### config.mk
export PLATFORM = sky130hd
export DESIGN_NAME = uart_fsc
export DESIGN_NICKNAME = d
export VERILOG_FILES = /design/src/hw/uart_fsc_pkg.sv /design/src/hw/uart_fsc.sv
export SDC_FILE = /design/constraint.sdc
export NUM_CORES = 1
export LEC_CHECK = 0
export ABC_AREA = 1
export BUFFER_PORTS_ARGS = -buffer_cell sky130_fd_sc_hd__buf_4
export CORE_MARGIN = 1.5
export CORE_UTILIZATION = 45
export DETAILED_ROUTE_END_ITERATION = 7
export PLACE_DENSITY_LB_ADDON = 0.12
export SYNTH_ARGS = -nofsm -noshare
export SYNTH_HDL_FRONTEND = slang
export SYNTH_SLANG_ARGS = --single-unit
### constraint.sdc
create_clock -name clk_i -period 3.46 [get_ports clk_i]
set_clock_uncertainty 0.2 [all_clocks]
set_input_delay 0.519 -clock clk_i [delete_from_list [all_inputs] [get_ports clk_i]]
set_output_delay 0.519 -clock clk_i [all_outputs]
set_load 0.05 [all_outputs]
### src/hw/uart_fsc_pkg.sv
// Constants, register map and types of the UART frame, status and control block
// Summary of operation
// High-speed select gives 4 baud ticks per bit, otherwise 16.
// Format field: 11 nine bits, 10 odd, 01 even, 00 eight no parity.
// Stop select set sends two stop bits, clear sends one.
// Tx mode 10 interrupts when a load into the shifter empties the buffer.
// Tx mode 01 interrupts when the last character is fully shifted out.
// Tx mode 00 interrupts on every load; software never uses mode 11.
// With infrared on, polarity bit sets the transmit idle level.
// Send-break sends start, twelve zeros, stop, then clears itself.
// Clearing transmit enable aborts, flushes buffer, releases the pin.
// Transmit-full reads 1 while no further character can be written.
// Shift-empty reads 1 only when shifter and buffer are empty; resets 1.
// Rx mode 11 interrupts when a transfer fills the four-entry buffer.
// Rx mode 10 interrupts when a transfer leaves three characters.
// Rx modes 0x interrupt on every transfer into the buffer.
// Address detect in nine-bit format keeps only ninth-bit-set characters.
// Receiver-idle reads 1 when no character is being received; resets 1.
// Parity and framing flags describe only the head character.
// Overflow sets overrun; clearing it empties buffer and shift register.
// Data-available reads 1 while the receive buffer holds a character.
// Reading the holding word brings the next character to the head.
// Writing the divisor clears the baud timer at once.
// Infrared enable routes the pins through the infrared codec; the code routes only the transmit pin, the receive pin bypasses it.
// Low first stop bit flags framing error; parity mismatch flags parity.
package uart_fsc_pkg;
    // Register word offsets (byte address = 4 * index)
    localparam logic [2:0]  OFS_MODE  = 3'h0;
    localparam logic [2:0]  OFS_STA   = 3'h1;
    localparam logic [2:0]  OFS_TXREG = 3'h2;
    localparam logic [2:0]  OFS_RXREG = 3'h3;
    localparam logic [2:0]  OFS_BRG   = 3'h4;
    // Mode register fields
    localparam int          M_IR_ON   = 12;
    localparam int          M_HISPEED = 3;
    localparam int          M_FORMAT  = 1;
    localparam int          M_STOP2   = 0;
    // Status register fields
    localparam int          S_TXIS1   = 15;
    localparam int          S_TXINV   = 14;
    localparam int          S_TXIS0   = 13;
    localparam int          S_BRK     = 11;
    localparam int          S_TXEN    = 10;
    localparam int          S_RXIS    = 6;
    localparam int          S_ADDRDET = 5;
    localparam int          S_OVRN    = 1;
    // Reset values
    localparam logic [15:0] MODE_RST  = 16'h0000;
    localparam logic [15:0] BRG_RST   = 16'h0000;
    // Ticks per bit less one, break frame length in bits, receive buffer depth
    localparam logic [3:0]  TICKS_HI  = 4'h3;
    localparam logic [3:0]  TICKS_STD = 4'hF;
    localparam logic [3:0]  BREAK_LEN = 4'hE;
    localparam int          RX_DEPTH  = 4;

    typedef struct packed {
        logic       par_err;
        logic       frm_err;
        logic [8:0] data;
    } rx_char_t;

    typedef enum logic [1:0] {FMT_8N, FMT_8E, FMT_8O, FMT_9N} fmt_t;
endpackage

### src/hw/uart_fsc.sv
// UART frame format, transmit/receive control and status with Avalon-MM slave
`timescale 1ns/100ps
module uart_fsc
    import uart_fsc_pkg::*;
(
    // Clock and reset
    input  wire logic        clk_i,
    input  wire logic        nrst_i,
    // Avalon-MM slave
    input  wire logic [2:0]  address_i,
    input  wire logic        read_i,
    input  wire logic        write_i,
    input  wire logic [3:0]  byteenable_i,
    input  wire logic [31:0] writedata_i,
    output logic      [31:0] readdata_o,
    output logic             waitrequest_o,
    // Serial pins
    input  wire logic        rx_pin_i,
    output logic             serial_out_pin_o,
    output logic             serial_out_oe_o,
    // Interrupt requests
    output logic             tx_irq_o,
    output logic             rx_irq_o
);
    ////////////////////////////////////////////////////////////////////////////////
    logic [15:0] mode_r;
    logic [15:0] baud_divisor_r;
    logic [1:0]  tx_irq_mode_r;
    logic        infrared_tx_polarity_r;
    logic        send_break_r;
    logic        tx_enable_r;
    logic [1:0]  rx_irq_mode_r;
    logic        address_detect_enable_r;
    logic        overrun_error_flag_r;
    logic        wait_r;
    logic [31:0] rdata_r;
    logic        acc_w;
    logic        acc_r;
    fmt_t        fmt;
    logic        infrared_codec_enable;
    logic [3:0]  bit_last;

    assign fmt                   = fmt_t'(mode_r[M_FORMAT+:2]);
    assign infrared_codec_enable = mode_r[M_IR_ON];
    // ticks per bit
    assign bit_last = mode_r[M_HISPEED] ? TICKS_HI : TICKS_STD;
    assign acc_w    = write_i && !wait_r;
    assign acc_r    = read_i && !wait_r;

    function automatic logic [15:0] merge16(input logic [15:0] old, input logic [31:0] wd,
                                            input logic [3:0] be);
        merge16 = {be[1] ? wd[15:8] : old[15:8], be[0] ? wd[7:0] : old[7:0]};
    endfunction

    ////////////////////////////////////////////////////////////////////////////////
    // Baud generator
    logic [15:0] brg_cnt_r;
    logic        tick;
    assign tick = (brg_cnt_r == baud_divisor_r);

    always_ff @(posedge clk_i or negedge nrst_i) begin
        if (!nrst_i) begin
            brg_cnt_r <= 16'h0000;
        // divisor write restarts
        end else if (acc_w && address_i == OFS_BRG) begin
            brg_cnt_r <= 16'h0000;
        end else if (tick) begin
            brg_cnt_r <= 16'h0000;
        end else begin
            brg_cnt_r <= brg_cnt_r + 16'h0001;
        end
    end

    ////////////////////////////////////////////////////////////////////////////////
    // Input synchroniser: change taken when stages two and three agree
    logic [2:0] rx_sync_r;
    logic       rx_lvl_r;
    always_ff @(posedge clk_i or negedge nrst_i) begin
        if (!nrst_i) begin
            rx_sync_r <= 3'h7;
            rx_lvl_r  <= 1'b1;
        end else begin
            rx_sync_r <= {rx_sync_r[1:0], rx_pin_i};
            if (rx_sync_r[1] == rx_sync_r[2]) begin
                rx_lvl_r <= rx_sync_r[2];
            end
        end
    end

    ////////////////////////////////////////////////////////////////////////////////
    // Transmitter: one holding word plus shifter
    logic [8:0]  tx_buf_r;
    logic        tx_buf_v_r;
    logic        tx_busy_r;
    logic        tx_brk_r;
    logic [13:0] tx_sh_r;
    logic [3:0]  tx_bits_r;
    logic [3:0]  tx_sub_r;
    logic        tx_load;
    logic        tx_done;
    logic        tx_wr;
    logic [13:0] tx_frame;
    logic [3:0]  tx_len;

    assign tx_wr   = acc_w && address_i == OFS_TXREG && byteenable_i[0];
    assign tx_load = tx_enable_r && tx_buf_v_r && !tx_busy_r;
    assign tx_done = tx_busy_r && tick && tx_sub_r == bit_last && tx_bits_r == 4'h0;

    always_comb begin
        // frame layout, R3 stop bits, R8 break frame
        tx_frame = 14'h3FFF;
        tx_len   = 4'h9 + {3'h0, fmt != FMT_8N} + {3'h0, mode_r[M_STOP2]};
        case (fmt)
            FMT_9N:  tx_frame[9:0] = {tx_buf_r, 1'b0};
            FMT_8E:  tx_frame[10:0] = {1'b1, ^tx_buf_r[7:0], tx_buf_r[7:0], 1'b0};
            FMT_8O:  tx_frame[10:0] = {1'b1, ~^tx_buf_r[7:0], tx_buf_r[7:0], 1'b0};
            default: tx_frame[8:0] = {tx_buf_r[7:0], 1'b0};
        endcase
        if (send_break_r) begin
            tx_frame = 14'h2000;
            tx_len   = BREAK_LEN - 4'h1;
        end
    end

    always_ff @(posedge clk_i or negedge nrst_i) begin
        if (!nrst_i) begin
            tx_buf_r   <= 9'h000;
            tx_buf_v_r <= 1'b0;
        // abort flushes the buffer
        end else if (acc_w && address_i == OFS_STA && byteenable_i[1] && !writedata_i[S_TXEN]) begin
            tx_buf_v_r <= 1'b0;
        end else if (tx_wr && (!tx_buf_v_r || tx_load)) begin
            tx_buf_r   <= writedata_i[8:0];
            tx_buf_v_r <= 1'b1;
        end else if (tx_load) begin
            tx_buf_v_r <= 1'b0;
        end
    end

    always_ff @(posedge clk_i or negedge nrst_i) begin
        if (!nrst_i) begin
            tx_busy_r <= 1'b0;
            tx_brk_r  <= 1'b0;
            tx_sh_r   <= 14'h3FFF;
            tx_bits_r <= 4'h0;
            tx_sub_r  <= 4'h0;
        // abort stops the shifter
        end else if (!tx_enable_r) begin
            tx_busy_r <= 1'b0;
            tx_sh_r   <= 14'h3FFF;
        end else if (tx_load) begin
            tx_busy_r <= 1'b1;
            tx_brk_r  <= send_break_r;
            tx_sh_r   <= tx_frame;
            tx_bits_r <= tx_len;
            tx_sub_r  <= 4'h0;
        end else if (tx_busy_r && tick) begin
            tx_sub_r <= (tx_sub_r == bit_last) ? 4'h0 : tx_sub_r + 4'h1;
            if (tx_sub_r == bit_last) begin
                tx_sh_r   <= {1'b1, tx_sh_r[13:1]};
                tx_bits_r <= tx_bits_r - 4'h1;
                tx_busy_r <= (tx_bits_r != 4'h0);
            end
        end
    end

    // idle level, R22 infrared path, R9 pin ownership
    always_ff @(posedge clk_i or negedge nrst_i) begin
        if (!nrst_i) begin
            serial_out_pin_o <= 1'b1;
            serial_out_oe_o  <= 1'b0;
        end else begin
            serial_out_oe_o <= tx_enable_r;
            if (infrared_codec_enable) begin
                serial_out_pin_o <= (tx_busy_r ? tx_sh_r[0] : 1'b1) ~^ infrared_tx_polarity_r;
            end else begin
                serial_out_pin_o <= tx_busy_r ? tx_sh_r[0] : 1'b1;
            end
        end
    end

    // transmit interrupt selection
    always_ff @(posedge clk_i or negedge nrst_i) begin
        if (!nrst_i) begin
            tx_irq_o <= 1'b0;
        end else begin
            case (tx_irq_mode_r)
                2'b10:   tx_irq_o <= tx_load && !tx_wr;
                2'b01:   tx_irq_o <= tx_done && !tx_buf_v_r;
                2'b00:   tx_irq_o <= tx_load;
                default: tx_irq_o <= 1'b0;
            endcase
        end
    end

    ////////////////////////////////////////////////////////////////////////////////
    // Receiver
    typedef enum logic {RX_IDLE, RX_BITS} rx_state_t;
    rx_state_t   rx_state_r;
    logic [11:0] rx_shift_register_r;
    logic [3:0]  rx_idx_r;
    logic [3:0]  rx_sub_r;
    logic [3:0]  rx_len;
    logic        rx_sample;
    logic        rx_end;
    logic        rx_keep;
    logic        rx_push;
    logic        rx_pop;
    logic        ovr_clr;
    logic        ovf;
    rx_char_t    rx_new;
    rx_char_t    rx_fifo_r [RX_DEPTH];
    logic [1:0]  rx_wp_r;
    logic [1:0]  rx_rp_r;
    logic [2:0]  rx_count_r;

    assign rx_len    = 4'h9 + {3'h0, fmt != FMT_8N};
    assign rx_sample = rx_state_r == RX_BITS && tick && rx_sub_r == {1'b0, bit_last[3:1]};
    assign rx_end    = rx_sample && rx_idx_r == rx_len;
    assign ovr_clr   = acc_w && address_i == OFS_STA && byteenable_i[0]
                       && overrun_error_flag_r && !writedata_i[S_OVRN];

    always_comb begin
        rx_new.data = (fmt == FMT_9N) ? rx_shift_register_r[9:1]
                                      : {1'b0, rx_shift_register_r[8:1]};
        // error detection
        rx_new.frm_err = !rx_lvl_r;
        case (fmt)
            FMT_8E:  rx_new.par_err = ^rx_shift_register_r[9:1];
            FMT_8O:  rx_new.par_err = ~^rx_shift_register_r[9:1];
            default: rx_new.par_err = 1'b0;
        endcase
    end

    // address filter only in nine-bit format
    assign rx_keep = !(address_detect_enable_r && fmt == FMT_9N && !rx_shift_register_r[9]);
    assign rx_push = rx_end && rx_keep && !ovr_clr && rx_count_r != 3'h4;
    assign ovf     = rx_end && rx_keep && rx_count_r == 3'h4;
    assign rx_pop  = acc_r && address_i == OFS_RXREG && rx_count_r != 3'h0;

    always_ff @(posedge clk_i or negedge nrst_i) begin
        if (!nrst_i) begin
            rx_state_r          <= RX_IDLE;
            rx_shift_register_r <= 12'h000;
            rx_idx_r            <= 4'h0;
            rx_sub_r            <= 4'h0;
        end else begin
            case (rx_state_r)
                RX_IDLE: begin
                    rx_idx_r <= 4'h0;
                    rx_sub_r <= 4'h0;
                    if (!rx_lvl_r && !ovr_clr) begin
                        rx_state_r <= RX_BITS;
                    end
                end
                RX_BITS: begin
                    if (tick) begin
                        rx_sub_r <= (rx_sub_r == bit_last) ? 4'h0 : rx_sub_r + 4'h1;
                        if (rx_sub_r == bit_last) begin
                            rx_idx_r <= rx_idx_r + 4'h1;
                        end
                    end
                    if (rx_sample) begin
                        rx_shift_register_r[rx_idx_r] <= rx_lvl_r;
                    end
                    // overrun clear empties the shift register
                    if (ovr_clr || rx_end || (rx_sample && rx_idx_r == 4'h0 && rx_lvl_r)) begin
                        rx_state_r <= RX_IDLE;
                    end
                end
                default: rx_state_r <= RX_IDLE;
            endcase
        end
    end

    // read advances head, R18 clear flushes
    always_ff @(posedge clk_i or negedge nrst_i) begin
        if (!nrst_i) begin
            rx_wp_r    <= 2'h0;
            rx_rp_r    <= 2'h0;
            rx_count_r <= 3'h0;
        end else if (ovr_clr && !ovf) begin
            rx_wp_r    <= 2'h0;
            rx_rp_r    <= 2'h0;
            rx_count_r <= 3'h0;
        end else begin
            if (rx_push) begin
                rx_wp_r <= rx_wp_r + 2'h1;
            end
            if (rx_pop) begin
                rx_rp_r <= rx_rp_r + 2'h1;
            end
            rx_count_r <= rx_count_r + {2'h0, rx_push} - {2'h0, rx_pop};
        end
    end

    // Character storage needs no reset: data and flags are masked while empty
    always_ff @(posedge clk_i) begin
        if (rx_push) begin
            rx_fifo_r[rx_wp_r] <= rx_new;
        end
    end

    // receive interrupt selection
    always_ff @(posedge clk_i or negedge nrst_i) begin
        if (!nrst_i) begin
            rx_irq_o <= 1'b0;
        end else begin
            case (rx_irq_mode_r)
                2'b11:   rx_irq_o <= rx_push && rx_count_r == 3'h3 && !rx_pop;
                2'b10:   rx_irq_o <= rx_push && rx_count_r == 3'h2 + {2'h0, rx_pop};
                default: rx_irq_o <= rx_push;
            endcase
        end
    end

    ////////////////////////////////////////////////////////////////////////////////
    // Control registers
    always_ff @(posedge clk_i or negedge nrst_i) begin
        if (!nrst_i) begin
            mode_r                  <= MODE_RST;
            baud_divisor_r          <= BRG_RST;
            tx_irq_mode_r           <= 2'b00;
            infrared_tx_polarity_r  <= 1'b0;
            tx_enable_r             <= 1'b0;
            rx_irq_mode_r           <= 2'b00;
            address_detect_enable_r <= 1'b0;
        end else if (acc_w) begin
            if (address_i == OFS_MODE) begin
                mode_r <= merge16(mode_r, writedata_i, byteenable_i) & 16'h100F;
            end
            if (address_i == OFS_BRG) begin
                baud_divisor_r <= merge16(baud_divisor_r, writedata_i, byteenable_i);
            end
            if (address_i == OFS_STA && byteenable_i[1]) begin
                tx_irq_mode_r          <= {writedata_i[S_TXIS1], writedata_i[S_TXIS0]};
                infrared_tx_polarity_r <= writedata_i[S_TXINV];
                tx_enable_r            <= writedata_i[S_TXEN];
            end
            if (address_i == OFS_STA && byteenable_i[0]) begin
                rx_irq_mode_r           <= writedata_i[S_RXIS+:2];
                address_detect_enable_r <= writedata_i[S_ADDRDET];
            end
        end
    end

    always_ff @(posedge clk_i or negedge nrst_i) begin
        if (!nrst_i) begin
            send_break_r <= 1'b0;
        // hardware clears the break when it completes
        end else if (tx_done && tx_brk_r) begin
            send_break_r <= 1'b0;
        end else if (acc_w && address_i == OFS_STA && byteenable_i[1]) begin
            send_break_r <= writedata_i[S_BRK];
        end
    end

    // overflow sets, software can only clear; set wins
    always_ff @(posedge clk_i or negedge nrst_i) begin
        if (!nrst_i) begin
            overrun_error_flag_r <= 1'b0;
        end else if (ovf) begin
            overrun_error_flag_r <= 1'b1;
        end else if (ovr_clr) begin
            overrun_error_flag_r <= 1'b0;
        end
    end

    ////////////////////////////////////////////////////////////////////////////////
    // Bus answer: one wait cycle, read data sampled at the edge that ends the wait cycle
    logic [15:0] sta_word;
    rx_char_t    rx_head;
    assign rx_head = rx_fifo_r[rx_rp_r];
    always_comb begin
        sta_word = {tx_irq_mode_r[1], infrared_tx_polarity_r, tx_irq_mode_r[0], 1'b0,
                    send_break_r, tx_enable_r,
                    tx_buf_v_r,                                  // full flag
                    !tx_busy_r && !tx_buf_v_r,                   // shift empty
                    rx_irq_mode_r, address_detect_enable_r,
                    rx_state_r == RX_IDLE,                       // idle flag
                    rx_count_r != 3'h0 && rx_head.par_err,       // head flags
                    rx_count_r != 3'h0 && rx_head.frm_err,
                    overrun_error_flag_r,
                    rx_count_r != 3'h0};                         // data available
    end

    always_ff @(posedge clk_i or negedge nrst_i) begin
        if (!nrst_i) begin
            wait_r  <= 1'b1;
            rdata_r <= 32'h0000_0000;
        end else begin
            wait_r <= !(read_i || write_i) || !wait_r;
            if (read_i && wait_r) begin
                case (address_i)
                    OFS_MODE:  rdata_r <= {16'h0000, mode_r};
                    OFS_STA:   rdata_r <= {16'h0000, sta_word};
                    OFS_RXREG: rdata_r <= {23'h000000, rx_count_r != 3'h0 ? rx_head.data : 9'h000};
                    OFS_BRG:   rdata_r <= {16'h0000, baud_divisor_r};
                    default:   rdata_r <= 32'h0000_0000;
                endcase
            end
        end
    end
    assign readdata_o    = rdata_r;
    assign waitrequest_o = wait_r;
endmodule

# Word-level counts from Yosys, hierarchy flattened
# Memory sizes are Yosys's and may differ from the RTL's.
# Index checks and enable logic that the tools add are counted.
[word_totals]
in_bits = 44
memories = 1
register_bits = 149
word_cells = 225
ram_bits = 44
output_inout_bits = 37
[classes]
n_addsub = 12
n_mux = 54
magnitude_cmp = 2
n_reduce_logical = 94
bitwise_logic = 3
n_eq_ne = 25
[mem_list]
columns = ["name", "words", "width", "read_ports", "rd_ports_with_merged_regs", "write_ports", "line_no", "source"]
rows = [
  ["rx_fifo_r", 4, 11, 1, 0, 1, "uart_fsc.sv:212", "rx_char_t rx_fifo_r [RX_DEPTH];"],
]
[ops]
columns = ["op", "count"]
rows = [
  ["16-bit one-hot mux with 4 select lines", 1],
  ["14-bit 2-to-1 mux", 4],
  ["4-bit 2-to-1 mux", 12],
  ["1-bit logical AND", 45],
  ["16-bit 2-to-1 mux", 2],
  ["1-bit 2-to-1 mux", 18],
  ["9-bit 2-to-1 mux", 2],
  ["16-bit by 1-bit adder with 16-bit output, second input constant", 1],
  ["16-bit equality test", 1],
  ["4-bit one-hot mux with 2 select lines", 2],
  ["2-bit AND reduction", 8],
  ["3-bit AND reduction", 5],
  ["2-bit nonzero test", 7],
  ["1-bit logical NOT", 13],
  ["13-bit 2-to-1 mux", 1],
  ["4-bit by 1-bit adder with 4-bit output, second input constant", 3],
  ["12-bit bitwise mux", 1],
  ["4-bit equality test", 3],
  ["2-bit equality test, second input constant", 5],
  ["3-bit by 2-bit equality test with 1-bit output, second input constant", 3],
  ["9-bit XNOR reduction", 1],
  ["9-bit parity", 1],
  ["4-bit logical NOT", 2],
  ["2-bit 2-to-1 mux", 4],
  ["other kinds (32)", 45],
]

# Longest topological paths before layout
[logic_depth]
depth_word = 12
ltp_mapped = 17
mapped_depth_nobuf = 17

# Worst setup path before layout
# Ideal clock, no wire load.
[synth_path]
path_kind = "input-to-reg"
startpoint = "in address_i[0]"
endpoint = "reg rx_count_r[1]"
stages = 13
setup_time_ps = 72
path_slack_ps = 864
t_arrival_ps = 2324
t_required_ps = 3188
n_path_buf = 0
cell_sequence = "inv_1 nor2_1 inv_1 nor2_2 nand2_1 nor3_1 nor2_1 nand3_2 inv_1 ha_1 inv_1 fa_1 nor2_1"
[synth_between]
elab_chain_cells = 11
word_cells_on_any_way = 15
cone_classes = "2 x add/sub; 2 x eq/ne; 1 x mux; 10 x reduce/logical"
[synth_rtl]
columns = ["item", "line_no", "source"]
rows = [
  ["from (decl)", "uart_fsc.sv:10", "input wire logic [2:0] address_i,"],
  ["3-bit by 1-bit equality test with 1-bit output", "uart_fsc.sv:220", "assign ovr_clr = acc_w && address_i == OFS_STA && byteenable_i[0]"],
  ["1-bit logical AND (2 in series)", "uart_fsc.sv:220", ""],
  ["1-bit logical AND (2 in series)", "uart_fsc.sv:221", "&& overrun_error_flag_r && !writedata_i[S_OVRN];"],
  ["1-bit logical NOT", "uart_fsc.sv:237", "assign rx_push = rx_end && rx_keep && !ovr_clr && rx_count_r != 3'h4;"],
  ["1-bit logical AND (2 in series)", "uart_fsc.sv:237", ""],
  ["3-bit by 1-bit adder with 3-bit output", "uart_fsc.sv:293", "rx_count_r <= rx_count_r + {2'h0, rx_push} - {2'h0, rx_pop};"],
  ["3-bit by 1-bit subtractor with 3-bit output", "uart_fsc.sv:293", ""],
  ["3-bit 2-to-1 mux (*)", "uart_fsc.sv:282", "end else if (ovr_clr && !ovf) begin"],
  ["to (signal assigned)", "uart_fsc.sv:293", ""],
  ["to (decl)", "uart_fsc.sv:215", "logic [2:0] rx_count_r;"],
]
# Every way passes the cells marked *; elsewhere a longest branch is shown, timed or not.
# A chain may end at the register's enable or synchronous reset.

# Worst setup path in the final report
[layout_path]
startpoint = "reg brg_cnt_r[5]"
endpoint = "reg rx_count_r[2]"
[layout_between]
elab_chain_cells = 10
word_cells_on_any_way = 13
cone_classes = "2 x add/sub; 1 x eq/ne; 1 x mux; 9 x reduce/logical"
[layout_rtl]
columns = ["item", "line_no", "source"]
rows = [
  ["from (decl)", "uart_fsc.sv:57", "logic [15:0] brg_cnt_r;"],
  ["from (signal assigned)", "uart_fsc.sv:70", "brg_cnt_r <= brg_cnt_r + 16'h0001;"],
  ["16-bit equality test (*)", "uart_fsc.sv:59", "assign tick = (brg_cnt_r == baud_divisor_r);"],
  ["1-bit logical AND (*) (2 in series)", "uart_fsc.sv:218", "assign rx_sample = rx_state_r == RX_BITS && tick && rx_sub_r == {1'b0, bit_last[3:1]};"],
  ["1-bit logical AND (*)", "uart_fsc.sv:219", "assign rx_end = rx_sample && rx_idx_r == rx_len;"],
  ["1-bit logical AND (*)", "uart_fsc.sv:237, uart_fsc.sv:238", ""],
  ["1-bit logical AND (2 in series)", "uart_fsc.sv:237", ""],
  ["3-bit by 1-bit adder with 3-bit output", "uart_fsc.sv:293", ""],
  ["3-bit by 1-bit subtractor with 3-bit output", "uart_fsc.sv:293", ""],
  ["3-bit 2-to-1 mux (*)", "uart_fsc.sv:282", ""],
]
# Marks and branches as above.

==> results.yml <==
status:
  status: "completed"
detailed_routing:
  first_pass_iters: 4
  drc_errors: 0
  drt-total-wl_um: 20200
  drt_iter0_markers: 405
  vias: 6567
  viasPerCell: 5.06
  postRouteAntennaNets: 0
  detail_route.wl_per_cell_um: 15.6
final_layout:
  nets: 1114
  fill_cells: 1733
  num_antenna_cells: 0
  layoutNonFillerInstCount: 1299
  drive_gt1_frac: 0.137
  areaGrowthSynthToFinish_pct: 14.3
sta:
  period_needed_ns: 3.00
  fin_crit_sh: 0.866
  rsz0062_at_grt: "no"
  tightest_slew_ns: 0.736
  drv_slew: 0
  tns_ns: 0
  clock.fmax_mhz: 334
  slew_headroom: 0.505
  hold_violations: 0
  layout_setup_ws_ns: 0.462
  finalSetupViolCount: 0
place:
  dp_slack_ns: 0.503
  dp_cells: 1265
  dp_hpwl_um: 14500
  io_buffers: 46
  place_congestion: 0.871
power_and_ir_drop:
  pwr-share-seq: 0.422
  p_int_uw: 4340
  combPwrFrac: 0.278
  p_leak_uw: 0.00461
  ir_drop_mv: 0.387
  clockPowerShare: 0.300
  p_total_uw: 6650
  switchingPower_uw: 2310
  power_density_nw_per_um2: 676
  p_sw_frac: 0.347
clocking:
  clockBufferDepth: 2
  cts_sinks: 173
  post_cts_buffers: 0
  clk_pin_slew_ns: 0.06
  cts_tree: "built"
  cts_buffers: 17
  clock-root-buffer: "clkbuf_16"
  cts_max_level: 4
  clk_latency_ns: 0.44
  cts_resized: 0
logic_synthesis:
  syn-cell-area_um2: 8600
  synthAdderAreaFrac: 0.0282
  synth_mux_area_frac: 0
  synth_top_family_by_area: "simple AND/OR/NAND/NOR gates"
  synth_cell_type_count: 47
  synth_ff_type: "dfrtp_1"
  synth_top_area_frac: 0.320
  yosysWarnings: 0
  yosysSeqAreaShare: 0.532
  synth.avg_cell_area_um2: 8.67
  synth_compound_area_frac: 0.112
  yosys.area.top_type: "dfrtp_1"
  synth_enable_flop_cells: 44
  synth-seq-cells: 173
  synth-xor-area-share: 0.0326
  ys_top_cells_by_area: "dfrtp_1, edfxtp_1, nand2_1, o21ai_0, inv_1"
  synthArstFlopShare: 0.746
  post_synth_and_or_nand_nor_area_fraction: 0.206
  postSynthCellCount: 992
critical_path:
  cp_top_family: "simple AND/OR/NAND/NOR gates"
  path_max_fanout: 12
  cp.arrival_ns: 3.12
  critical_path_buf_inv_count: 3
  r2r_end: "rx_count_r[2]"
  r2r_start: "brg_cnt_r[5]"
  crit_type: "flip-flop to flip-flop"
  slowest_stage: "dfrtp_1"
  path_cells: "inv_2, nand2_1, nand2_1, nor2_1, nand2_1, nor2_1, nand2_2, nor2_4, nand2_2, nor2_2, nand3_2, inv_1, ha_1, inv_1, fa_1, xnor2_1, nor2_1"
  rrSetupSlack_ns: 0.46
  critPathRequiredTime_ns: 3.58
  slowest_delay_ns: 0.43
  crit_end: "rx_count_r[2]"
  cp.depth: 17
  cp-end-kind: "flip-flop"
  startpoint_type: "flip-flop"
  cp-startpoint: "brg_cnt_r[5]"
  ff2ff_path_depth: 17
die:
  num_rows: 50
  core_area_um2: 18700
  start_util: 0.460
  die_y_um: 141
  dieWidth_um: 141
  die_area_um2: 20000
  pin_count: 81
global_routing:
  overflow: 0
  grt_use_total: 0.214
  grt_max_degree: 76
  grt_pass1_vias: 6174
  grt_pass1_wl_um: 32700
  antenna_found_initial: 0
flow_run:
  max_cap_viol_count: 0
worst_hold_path:
  hold_path_class: "primary input to flip-flop"
## power by group through the flow
stage          clock [uW]  combinational, uW  sequential, uW
2_1_floorplan           0               1290            2880
3_3_place_gp            0               1830            2830
3_5_place_dp            0               1850            2840
4_1_cts              2030               1870            2800
5_1_grt              2100               2120            2850
6_report             2000               1850            2810
## per-layer routing
| metal | up-vias | routed length (um) | track usage |
|---|---|---|---|
| met5 | - | 0 | 0 |
| li1 | 3302 | - | - |
| met2 | 131 | 9040 | 0.332 |
| met3 | 17 | 685 | 0.0331 |
| met4 | 0 | 218 | 0.0592 |
| met1 | 3117 | 10300 | 0.314 |
## cell usage after synthesis (3+ instances only)
| master | count |
|---|---|
| nand2_1 | 225 |
| inv_1 | 137 |
| o21ai_0 | 115 |
| dfrtp_1 | 110 |
| nor2_1 | 91 |
| edfxtp_1 | 44 |
| nand3_1 | 33 |
| xor2_1 | 21 |
| o22ai_1 | 20 |
| dfstp_2 | 19 |
| nor3_1 | 18 |
| buf_4 | 17 |
| ha_1 | 17 |
| a21oi_1 | 16 |
| clkbuf_1 | 14 |
| xnor2_1 | 11 |
| nand4_1 | 8 |
| nor3_2 | 8 |
| nor4_1 | 7 |
| inv_2 | 6 |
| buf_2 | 5 |
| nor2_2 | 5 |
| or2_2 | 5 |
| a22oi_1 | 4 |
| nand2_2 | 4 |
| a221oi_1 | 3 |
| nor2_4 | 3 |
## kinds of logic (layout without fill, tap and decap cells)
logic type | Yosys count | count (layout)
AND/OR/NAND/NOR | 411 | 411
buffers and inverters | 182 | 240
AO/OA/AOI/OAI | 174 | 174
flip-flops | 173 | 173
XOR/XNOR | 32 | 32
adder cells (fa/ha/maj) | 19 | 19
other | 1 | 16
## cells in the final DEF (no fill, tap or decap), types with 3 or more instances in the layout
cell	instances
nor2_2	5
conb_1	16
bufinv_16	3
nand4_1	8
edfxtp_1	44
a221oi_1	3
a21oi_1	16
buf_4	60
clkbuf_16	17
dfstp_2	19
o22ai_1	20
inv_2	6
inv_1	137
nor3_1	18
ha_1	17
nor2_1	91
dfrtp_1	110
nor4_1	7
nand2_1	225
nor2_4	3
nand2_2	4
a22oi_1	4
nor3_2	8
clkinvlp_4	3
nand3_1	33
or2_2	5
xor2_1	21
xnor2_1	11
o21ai_0	115
clkbuf_8	3
## timing repair
| item | 4_1_cts | 5_1_grt |
|---|---|---|
| hold endpoints to repair | 60 | 0 |
| hold buffers | 2 | 0 |
| setup endpoints to repair | 0 | 0 |
## stage by stage
stage	hold slack [ns]	util	area, um^2
final	0.0524	0.526	9840
after global routing	0.0518	0.526	9840
after CTS	0.0398	0.526	9840
after detailed placement	0.149	0.492	9210
after global placement	0.146	0.492	9210
after floorplan	0.0234	-	8660
## registers in the layout, summed over array words and instances (netlist names), 2 cells and up
signal	flops
rx_sub_r	4
rx_count_r	3
rx_irq_mode_r	2
tx_buf_r	9
rx_wp_r	2
rx_rp_r	2
rx_sync_r	3
tx_bits_r	4
mode_r	5
rx_idx_r	4
rx_fifo_r	44
tx_sh_r	13
brg_cnt_r	16
tx_irq_mode_r	2
tx_sub_r	4
rx_shift_register_r	9
readdata_o	16
baud_divisor_r	16
## worst min path at each step
stage | cells after the start | end | start
global placement | 0 | rx_sync_r[1] | rx_sync_r[0]
floorplan | 0 | address_detect_enable_r | nrst_i
detailed placement | 0 | rx_sync_r[1] | rx_sync_r[0]
CTS | 2 | waitrequest_o | read_i
global route | 2 | waitrequest_o | read_i
finish | 2 | waitrequest_o | read_i
## layout make-up
cell class / instances / area [um^2] / share of cell area
flip-flops and latches: 173 / 4570 / 0.465
multi-input cells: 652 / 3320 / 0.337
inverters: 144 / 541 / 0.0549
repair buffers: 64 / 502 / 0.0510
clock buffers: 22 / 475 / 0.0483
well taps: 234 / 293 / 0.0298
clock inverters: 10 / 135 / 0.0137
No activity file was read; power rests on OpenSTA's default activity.
